File: src/common/dpm_consts.svh
`ifndef DPM_CONSTS_SVH
`define DPM_CONSTS_SVH

// pad count and pad slots
`define DPM_NPADS 6
`define DPM_PAD_IDX 0
`define DPM_PAD_HOME 1
`define DPM_PAD_CLK 2
`define DPM_PAD_MOSI 3
`define DPM_PAD_MISO 4
`define DPM_PAD_SEL 5

// port e function lanes (1 = general-purpose)
`define DPM_EGP_W 4
`define DPM_EL_CLK 0
`define DPM_EL_MOSI 1
`define DPM_EL_MISO 2
`define DPM_EL_SEL 3
`define DPM_EGP_RST 4'h0

// pull-up register layout
`define DPM_PUR_W 8
`define DPM_PUR_RST 8'hFF
`define DPM_PURC_IDX_BIT 6
`define DPM_PURC_HOME_BIT 7
`define DPM_PURE_CLK_BIT 4
`define DPM_PURE_MOSI_BIT 5
`define DPM_PURE_MISO_BIT 6
`define DPM_PURE_SEL_BIT 7

// pad-side reset levels
`define DPM_PAD_ZERO 6'h00
`define DPM_PAD_ONES 6'h3F
`define DPM_TMR_ZERO 2'h0

`endif

File: src/common/dpm_pkg.sv
`include "dpm_consts.svh"

package dpm_pkg;

  // function of a port c pad
  typedef enum logic [1:0] {
    DPM_CFN_DECODER,
    DPM_CFN_TIMER,
    DPM_CFN_GPIO
  } dpm_cfn_t;

  // whole state of the pin mux
  typedef struct packed {
    dpm_cfn_t idx_fn;
    dpm_cfn_t home_fn;
    logic [`DPM_EGP_W-1:0] e_gpio;
    logic [`DPM_PUR_W-1:0] pur_c;
    logic [`DPM_PUR_W-1:0] pur_e;
    logic [`DPM_NPADS-1:0] pad_out;
    logic [`DPM_NPADS-1:0] pad_oe;
    logic [`DPM_NPADS-1:0] pad_pu;
    logic [`DPM_NPADS-1:0] gpio_in;
    logic dec_idx;
    logic dec_home;
    logic [1:0] tmr_in;
    logic spi_clk;
    logic spi_mosi;
    logic spi_miso;
    logic spi_sel_n;
  } dpm_state_t;

  localparam dpm_state_t DPM_ST_RST = '{
    idx_fn: DPM_CFN_DECODER,
    home_fn: DPM_CFN_DECODER,
    e_gpio: `DPM_EGP_RST,
    pur_c: `DPM_PUR_RST,
    pur_e: `DPM_PUR_RST,
    pad_out: `DPM_PAD_ZERO,
    pad_oe: `DPM_PAD_ZERO,
    pad_pu: `DPM_PAD_ONES,
    gpio_in: `DPM_PAD_ONES,
    dec_idx: 1'b1,
    dec_home: 1'b1,
    tmr_in: `DPM_TMR_ZERO,
    spi_clk: 1'b0,
    spi_mosi: 1'b0,
    spi_miso: 1'b0,
    spi_sel_n: 1'b1
  };

endpackage

File: src/design/dpm_pad_sync.sv
`timescale 1ns/1ns
`default_nettype none

module dpm_pad_sync #(
  parameter int W = 6,
  parameter logic [W-1:0] RST_VAL = '1
) (
  input wire logic clk_i,
  input wire logic sys_rst_i,
  input wire logic [W-1:0] async_i,
  output logic [W-1:0] sync_o
);

  typedef struct packed {
    logic [W-1:0] meta;
    logic [W-1:0] sync;
  } dpm_sync_st_t;

  dpm_sync_st_t st_reg;
  dpm_sync_st_t st_next;

  // two-stage shift, first stage read only by second
  always_comb begin
    st_next = st_reg;
    st_next.meta = async_i;
    st_next.sync = st_reg.meta;
  end

  // state register
  always_ff @(posedge clk_i) begin
    if (sys_rst_i) begin
      st_reg <= '{meta: RST_VAL, sync: RST_VAL};
    end else begin
      st_reg <= st_next;
    end
  end

  assign sync_o = st_reg.sync;

endmodule

`default_nettype wire

File: src/design/dpm_pin_mux.sv
`timescale 1ns/1ns
`default_nettype none
`include "dpm_consts.svh"

// Function
// - index pad defaults to decoder index
// - home pad defaults to decoder home
// - spi clock pad defaults to spi
// - master-out pad defaults to spi
// - master-in pad defaults to spi
// - port c bit 6 gates index pull-up
// - port c bit 7 gates home pull-up
// - port e bit 4 gates clock pull-up
// - port e bit 5 gates master-out pull-up
// - port e bit 6 gates master-in pull-up
// - port e bit 7 gates select pull-up
// - each gpio pad has own direction
// - clock pad output as master, input slave
// - master-out pad output master, input slave
// - master data leads sampling edge half period
// - master-in pad input master, output slave
// - unselected slave floats master-in pad
// - slave data leads sampling edge half period
// - select input addresses port in slave
module dpm_pin_mux import dpm_pkg::*; (
  input wire logic clk_i,
  input wire logic sys_rst_i,
  input wire logic mux_wr_i,
  input wire logic [1:0] idx_fn_i,
  input wire logic [1:0] home_fn_i,
  input wire logic [`DPM_EGP_W-1:0] porte_gpio_sel_i,
  input wire logic portc_pur_wr_i,
  input wire logic [`DPM_PUR_W-1:0] portc_pur_i,
  input wire logic porte_pur_wr_i,
  input wire logic [`DPM_PUR_W-1:0] porte_pur_i,
  output logic [`DPM_PUR_W-1:0] portc_pullup_enables_o,
  output logic [`DPM_PUR_W-1:0] porte_pullup_enables_o,
  input wire logic [`DPM_NPADS-1:0] gpio_dir_i,
  input wire logic [`DPM_NPADS-1:0] gpio_out_i,
  output logic [`DPM_NPADS-1:0] gpio_in_o,
  input wire logic timer_a_ch2_out_i,
  input wire logic timer_a_ch2_oe_i,
  output logic timer_a_ch2_in_o,
  input wire logic timer_a_ch3_out_i,
  input wire logic timer_a_ch3_oe_i,
  output logic timer_a_ch3_in_o,
  output logic dec0_index_in_o,
  output logic dec0_home_in_o,
  input wire logic spi_master_i,
  input wire logic spi_p0_clk_out_i,
  input wire logic spi_p0_master_out_i,
  input wire logic spi_p0_slave_out_i,
  output logic spi_p0_clk_in_o,
  output logic spi_p0_master_out_in_o,
  output logic spi_p0_master_in_o,
  output logic spi_p0_select_n_o,
  input wire logic [`DPM_NPADS-1:0] pad_in_i,
  output logic [`DPM_NPADS-1:0] pad_out_o,
  output logic [`DPM_NPADS-1:0] pad_oe_o,
  output logic [`DPM_NPADS-1:0] pad_pullup_o
);

  dpm_state_t st_reg;
  dpm_state_t st_next;
  logic [`DPM_NPADS-1:0] pad_sync;

  // port c pad drive: returns {oe, out}
  function automatic logic [1:0] cfn_drive(
    input dpm_cfn_t fn,
    input logic tmr_out,
    input logic tmr_oe,
    input logic gp_out,
    input logic gp_dir
  );
    logic [1:0] r;
    r = 2'h0;
    case (fn)
      DPM_CFN_TIMER: r = {tmr_oe, tmr_out};
      DPM_CFN_GPIO: r = {gp_dir, gp_out};
      default: r = 2'h0;
    endcase
    return r;
  endfunction

  // port e pad drive: returns {oe, out}
  function automatic logic [1:0] efn_drive(
    input logic gp_sel,
    input logic spi_oe,
    input logic spi_out,
    input logic gp_out,
    input logic gp_dir
  );
    return gp_sel ? {gp_dir, gp_out} : {spi_oe, spi_out};
  endfunction

  // legal port c function code
  function automatic logic cfn_ok(input logic [1:0] code);
    return code <= DPM_CFN_GPIO;
  endfunction

  // pad inputs cross into the clock domain
  dpm_pad_sync #(
    .W(`DPM_NPADS),
    .RST_VAL(`DPM_PAD_ONES)
  ) u_pad_sync (
    .clk_i(clk_i),
    .sys_rst_i(sys_rst_i),
    .async_i(pad_in_i),
    .sync_o(pad_sync)
  );

  // next state
  always_comb begin
    logic slave_sel;
    st_next = st_reg;
    slave_sel = 1'b0;
    // function selects; reset leaves decoder and spi in place
    if (mux_wr_i) begin
      if (cfn_ok(idx_fn_i)) begin
        st_next.idx_fn = dpm_cfn_t'(idx_fn_i);
      end
      if (cfn_ok(home_fn_i)) begin
        st_next.home_fn = dpm_cfn_t'(home_fn_i);
      end
      st_next.e_gpio = porte_gpio_sel_i;
    end
    if (portc_pur_wr_i) begin
      st_next.pur_c = portc_pur_i;
    end
    if (porte_pur_wr_i) begin
      st_next.pur_e = porte_pur_i;
    end
    // port c pad drivers
    {st_next.pad_oe[`DPM_PAD_IDX], st_next.pad_out[`DPM_PAD_IDX]} =
      cfn_drive(st_reg.idx_fn, timer_a_ch2_out_i, timer_a_ch2_oe_i,
        gpio_out_i[`DPM_PAD_IDX], gpio_dir_i[`DPM_PAD_IDX]);
    {st_next.pad_oe[`DPM_PAD_HOME], st_next.pad_out[`DPM_PAD_HOME]} =
      cfn_drive(st_reg.home_fn, timer_a_ch3_out_i, timer_a_ch3_oe_i,
        gpio_out_i[`DPM_PAD_HOME], gpio_dir_i[`DPM_PAD_HOME]);
    // spi pads; all share one output flop stage, so skew is kept
    {st_next.pad_oe[`DPM_PAD_CLK], st_next.pad_out[`DPM_PAD_CLK]} =
      efn_drive(st_reg.e_gpio[`DPM_EL_CLK], spi_master_i,
        spi_p0_clk_out_i, gpio_out_i[`DPM_PAD_CLK],
        gpio_dir_i[`DPM_PAD_CLK]);
    {st_next.pad_oe[`DPM_PAD_MOSI], st_next.pad_out[`DPM_PAD_MOSI]} =
      efn_drive(st_reg.e_gpio[`DPM_EL_MOSI], spi_master_i,
        spi_p0_master_out_i, gpio_out_i[`DPM_PAD_MOSI],
        gpio_dir_i[`DPM_PAD_MOSI]);
    // slave drives master-in only while selected
    slave_sel = !st_reg.e_gpio[`DPM_EL_SEL] && !pad_sync[`DPM_PAD_SEL];
    {st_next.pad_oe[`DPM_PAD_MISO], st_next.pad_out[`DPM_PAD_MISO]} =
      efn_drive(st_reg.e_gpio[`DPM_EL_MISO], !spi_master_i && slave_sel,
        spi_p0_slave_out_i, gpio_out_i[`DPM_PAD_MISO],
        gpio_dir_i[`DPM_PAD_MISO]);
    {st_next.pad_oe[`DPM_PAD_SEL], st_next.pad_out[`DPM_PAD_SEL]} =
      efn_drive(st_reg.e_gpio[`DPM_EL_SEL], 1'b0, 1'b0,
        gpio_out_i[`DPM_PAD_SEL], gpio_dir_i[`DPM_PAD_SEL]);
    // pull-ups follow their register bits
    st_next.pad_pu[`DPM_PAD_IDX] = st_reg.pur_c[`DPM_PURC_IDX_BIT];
    st_next.pad_pu[`DPM_PAD_HOME] = st_reg.pur_c[`DPM_PURC_HOME_BIT];
    st_next.pad_pu[`DPM_PAD_CLK] = st_reg.pur_e[`DPM_PURE_CLK_BIT];
    st_next.pad_pu[`DPM_PAD_MOSI] = st_reg.pur_e[`DPM_PURE_MOSI_BIT];
    st_next.pad_pu[`DPM_PAD_MISO] = st_reg.pur_e[`DPM_PURE_MISO_BIT];
    st_next.pad_pu[`DPM_PAD_SEL] = st_reg.pur_e[`DPM_PURE_SEL_BIT];
    // inbound levels to the peripherals, idle when not selected, except gpio_in which always follows the pads
    st_next.gpio_in = pad_sync;
    st_next.dec_idx = (st_reg.idx_fn == DPM_CFN_DECODER) ?
      pad_sync[`DPM_PAD_IDX] : 1'b1;
    st_next.dec_home = (st_reg.home_fn == DPM_CFN_DECODER) ?
      pad_sync[`DPM_PAD_HOME] : 1'b1;
    st_next.tmr_in[0] = (st_reg.idx_fn == DPM_CFN_TIMER) &&
      pad_sync[`DPM_PAD_IDX];
    st_next.tmr_in[1] = (st_reg.home_fn == DPM_CFN_TIMER) &&
      pad_sync[`DPM_PAD_HOME];
    st_next.spi_clk = !st_reg.e_gpio[`DPM_EL_CLK] &&
      pad_sync[`DPM_PAD_CLK];
    st_next.spi_mosi = !st_reg.e_gpio[`DPM_EL_MOSI] &&
      pad_sync[`DPM_PAD_MOSI];
    st_next.spi_miso = !st_reg.e_gpio[`DPM_EL_MISO] &&
      pad_sync[`DPM_PAD_MISO];
    st_next.spi_sel_n = st_reg.e_gpio[`DPM_EL_SEL] ||
      pad_sync[`DPM_PAD_SEL];
  end

  // state register
  always_ff @(posedge clk_i) begin
    if (sys_rst_i) begin
      st_reg <= DPM_ST_RST;
    end else begin
      st_reg <= st_next;
    end
  end

  // outputs straight from the state flops
  assign portc_pullup_enables_o = st_reg.pur_c;
  assign porte_pullup_enables_o = st_reg.pur_e;
  assign gpio_in_o = st_reg.gpio_in;
  assign timer_a_ch2_in_o = st_reg.tmr_in[0];
  assign timer_a_ch3_in_o = st_reg.tmr_in[1];
  assign dec0_index_in_o = st_reg.dec_idx;
  assign dec0_home_in_o = st_reg.dec_home;
  assign spi_p0_clk_in_o = st_reg.spi_clk;
  assign spi_p0_master_out_in_o = st_reg.spi_mosi;
  assign spi_p0_master_in_o = st_reg.spi_miso;
  assign spi_p0_select_n_o = st_reg.spi_sel_n;
  assign pad_out_o = st_reg.pad_out;
  assign pad_oe_o = st_reg.pad_oe;
  assign pad_pullup_o = st_reg.pad_pu;
endmodule

`default_nettype wire

File: config.mk
export PLATFORM = sky130hd
export DESIGN_NAME = dpm_pin_mux
export DESIGN_NICKNAME = d
export VERILOG_FILES = /design/src/common/dpm_pkg.sv /design/src/design/dpm_pad_sync.sv /design/src/design/dpm_pin_mux.sv
export VERILOG_INCLUDE_DIRS = /design/src /design/src/common
export SDC_FILE = /design/constraint.sdc
export NUM_CORES = 1
export LEC_CHECK = 0
export ABC_CLOCK_PERIOD_IN_PS = 2200
export BUFFER_PORTS_ARGS = -buffer_cell sky130_fd_sc_hd__buf_2
export CORE_ASPECT_RATIO = 0.9
export CORE_MARGIN = 2
export CORE_UTILIZATION = 35
export DETAILED_ROUTE_END_ITERATION = 7
export SLEW_MARGIN = 20
export SYNTH_ARGS = -nofsm -noshare
export SYNTH_HDL_FRONTEND = slang
export SYNTH_SLANG_ARGS = --single-unit
File: constraint.sdc
create_clock -name clk_i -period 2.2 [get_ports clk_i]
set_input_delay 0.22 -clock clk_i [delete_from_list [all_inputs] [get_ports clk_i]]
set_output_delay 0.22 -clock clk_i [all_outputs]
set_load 0.01 [all_outputs]
# Word level (Yosys, flattened, before mapping)
# Index checks and enable logic that the tools add are counted.
# W data, S select, Z words.
# classes
add_sub_neg	0
magnitude_cmp	2
shifts	0
muxes	5
n_mul	0
n_eq_ne	4
n_reduce_logical	21
n_div	0
n_bitwise	3
# op_table
operator	count
$pmux W2 S2	2
$logic_and A1 B1 Y1	7
$logic_not A1 Y1	6
$mux W2	3
$reduce_or A2 Y1	3
$eq A2 B1 Y1 const B	2
$eq A2 B2 Y1 const B	2
$le A2 B2 Y1 const B	2
$logic_not A2 Y1	2
$reduce_and A2 Y1	2
$not A1 Y1	3
$logic_or A1 B1 Y1	1
# word_totals
ff_bits	68
rom_bits	0
word_cells	55
mem_count	0
latchBits	0
ramBits	0
in_bits	55
output_inout_bits	48

# Longest topological paths before layout
# logic_depth
ltp_word	4
ltp_mapped	4
depth_no_buf	4

# Cells and area by module
# Synthesis repeated with hierarchy kept, for this count alone.
# hier_totals
hier_cells	241
area_unflattened_um2	2542.4
# modules_own_cells
mod	instances	cells_each	area_each_um2
dpm_pin_mux	1	216	2222.1
dpm_pad_sync	1	25	320.3

# Worst setup path before layout
# No wires, ideal clock.
# synth_timing
path_kind	flip-flop to flip-flop
startpoint	register st_reg[50] in the netlist's numbering
endpoint	register st_reg (netlist bit pad_oe_o[4])
slack_ns	1.195
t_arrival_ns	0.939
t_required_ns	2.134
stages_incl_launch_ff	3
path_buffers	0
setup_ns	0.066
cell_sequence	dfxtp_1 > or4_4 > a21oi_2
# synth_between
elab_chain_cells	1
# synth_rtl
element	line_no	text
from (decl)	dpm_pin_mux.sv:63	dpm_state_t st_reg;
from (signal assigned)	dpm_pin_mux.sv:190	st_reg <= st_next;
$mux W2	dpm_pin_mux.sv:93	return gp_sel ? {gp_dir, gp_out} : {spi_oe, spi_out};
# No other way between the ends.
# A chain may end at the register's enable or synchronous reset.

# Worst setup path in the final report
# Same ends and word-level chain as after synthesis.

==> flow_metrics.env <==
export IMPL_area_growth_pct=18.33
export IMPL_synth_edf_count=0
export IMPL_finalSetupTns_ns=0
export IMPL_finClkSkew_ns=0.007501
export IMPL_final_common_cell="buf_2"
export IMPL_outcome="completed"
export IMPL_cts_max_path_buffers=2
export IMPL_cp_data_required_time_ns=2.46
export IMPL_drt_wl_total_mm=4.448
export IMPL_dr_pass1_iters=3
export IMPL_clk_pin_slew_worst_paths_ns=0.07
export IMPL_hp_class="in2reg"
export IMPL_fin_crit_ns=1.074
export IMPL_power_mw=2.509
export IMPL_r2r_start="st_reg[50]$_SDFFE_PP0P_"
export IMPL_cts_setup_buffers=0
export IMPL_synth_avg_cell_area_um2=10.54
export IMPL_gp_congestion=0.6837
export IMPL_end_kind="flip-flop"
export IMPL_hold_ws_ns=0.06906
export IMPL_cts_resized=0
export IMPL_worstHoldEndpoint="u_pad_sync.st_next[4]$_SDFF_PP1_"
export IMPL_die_x_um=93.80
export IMPL_dpl_hpwl_mm=3.252
export IMPL_cts_htree_levels=3
export IMPL_slew_headroom_pct=47.41
export IMPL_slowest_stage="or4_4"
export IMPL_vias_per_cell=4.188
export IMPL_p_leak_nw=1.366
export IMPL_synth_seq_cells=68
export IMPL_ant_nets=0
export IMPL_report_final_slew_viol_count=0
export IMPL_path_class="reg2reg"
export IMPL_crit_path_start_kind="flip-flop"
export IMPL_nets=366
export IMPL_clk_latency_ns=0.33
export IMPL_coreArea_um2=7039
export IMPL_grtUsageTotal_pct=11.65
export IMPL_fillCellCount=740
export IMPL_cp_max_fo=5
export IMPL_fp_dieH_um=84.82
export IMPL_path_buf_inv=0
export IMPL_drt_iter0_markers=33
export IMPL_slowest_delay_ns=0.53
export IMPL_vdd_drop_max_v=0.0004537
export IMPL_final_cell_mix="102 x buf_2, 68 x dfxtp_1, 22 x or2_2"
export IMPL_ys_warn_count=0
export IMPL_min_path_cells=2
export IMPL_clkSinkCount=68
export IMPL_finalSetupViolCount=0
export IMPL_multi_input_comb_area_um2=794.5
export IMPL_fp_dieArea_um2=7955
export IMPL_io_pins=103
export IMPL_syn_area_um2=2540
export IMPL_hold_start="pad_in_i[4]"
export IMPL_fmax_mhz=931.3
export IMPL_globalRouteOverflowTotal=0
export IMPL_root_buffer="clkbuf_8"
export IMPL_yosys_area_top_type_share_pct=53.60
export IMPL_drv_cap=0
export IMPL_critPathArrivalTime_ns=1.33
export IMPL_synth_area_leaders="dfxtp_1 54%, buf_4 12%, a211o_1 5.5%, or2_2 5.4%, nor2b_1 3.9%"
export IMPL_ys_seq_area_share_pct=53.60
export IMPL_vias=1675
export IMPL_syn_num_nets=302
export IMPL_tightest_slew_ns=0.7888
export IMPL_yosysTopAreaCell="dfxtp_1"
export IMPL_ff_latch_area_um2=1361
export IMPL_crit_chain="or4_4 -> a21oi_2"
export IMPL_antenna_found_initial=0
export IMPL_ys_types=20
export IMPL_fin_crit_sh_pct=48.81
export IMPL_ys_flop_type="dfxtp_1"
export IMPL_ys_async_sr_fraction_pct=0
export IMPL_antenna_cells=0
export IMPL_critPathTopFamily="simple AND/OR/NAND/NOR gates"
export IMPL_grt_pass1_wl_mm=7.127
export IMPL_worstReg2RegEnd="pad_oe_o[4]$_SDFF_PP0_"
export IMPL_syn_inst=241
export IMPL_hold_violations=0
export IMPL_start_util_pct=36.08
export IMPL_num_rows=29
export IMPL_drc=0
export IMPL_worst_path_stages=2
export IMPL_cts_tree="done"
export IMPL_holdBufCountCts=0
export IMPL_io_buffers=102
export IMPL_wl_per_cell_um=11.12
export IMPL_reg2regPathDepth=2
export IMPL_ff2ff_setup_slack_ns=1.13
export IMPL_drive_gt1_share_pct=45.60
export IMPL_powerDensity_nw_per_um2=834.7
export IMPL_grt_max_degree=48
export IMPL_rsz0062_at_grt="false"
export IMPL_numCtsBuffers=9
export IMPL_grt_pass1_vias=1615
cell type report:
class,instances,share of cell area (%)
clock inverter,3,1.332
timing repair buffer,103,17.24
clock buffer,10,4.580
tap,93,3.872
sequential,68,45.30
multi-input combinational,113,26.44
inverter,10,1.249
metal layers:
layer	GRT usage [%]	vias up	wire, µm
met1	13.55	744	1935
li1	-	870	-
met4	4.348	0	74
met5	0	-	0
met2	18.64	55	2081
met3	5.595	6	355
worst register-to-register path: cells and delay by family, from the launching register on:
kind | cells | cell delay [ns]
AND/OR/NAND/NOR | 1 | 0.53
flip-flops | 1 | 0.36
AO/OA/AOI/OAI | 1 | 0.11
Yosys cell counts (2+ instances only):
cell type and count:
nand2b_1 6, a211o_1 16, buf_2 7, buf_4 40, nor3b_1 3, and3b_1 2
dfxtp_1 68, a221oi_1 4, mux2i_1 9, a22oi_1 4, nand2_1 5, inv_1 10
nor2b_1 16, clkbuf_1 3, nor2_1 17, or2_2 22, ha_1 6
report_power, final:
part	leakage [nW]	internal, mW	switching [mW]
Clock	0.0939	0.531	0.419
Combinational	0.710	0.124	0.113
Sequential	0.562	1.29	0.0259
Total	1.37	1.95	0.558
worst max path at each step:
| stage | start | end |
|---|---|---|
| global placement | sys_rst_i | spi_p0_master_in_o$_SDFF_PP0_ |
| CTS | st_reg[51]$_SDFFE_PP0P_ | pad_oe_o[4]$_SDFF_PP0_ |
| finish | st_reg[50]$_SDFFE_PP0P_ | pad_oe_o[4]$_SDFF_PP0_ |
| detailed placement | sys_rst_i | spi_p0_clk_in_o$_SDFF_PP0_ |
| global route | sys_rst_i | u_pad_sync.sync_o[0]$_SDFF_PP1_ |
| floorplan | st_reg[50]$_SDFFE_PP0P_ | pad_oe_o[4]$_SDFF_PP0_ |
stage by stage:
| step | worst slack [ns] | instances | instance area [µm²] | utilization, % |
|---|---|---|---|---|
| floorplan | 1.195 | 241 | 2540 | - |
| global placement | 0.8297 | 387 | 2828 | 40.17 |
| detailed placement | 0.8201 | 387 | 2828 | 40.17 |
| CTS | 1.112 | 400 | 3005 | 42.69 |
| global route | 1.074 | 400 | 3005 | 42.69 |
| finish | 1.126 | 400 | 3005 | 42.69 |
cell families after synthesis:
logic type / count (synthesis) / synth area share (%)
mux: 9 / 3.547
flops: 68 / 53.60
buf+inv: 60 / 15.12
fa+ha+maj: 6 / 2.956
simple gates: 73 / 16.36
compound gates: 25 / 8.423
Note: power is estimated with default switching activity, not from simulation.
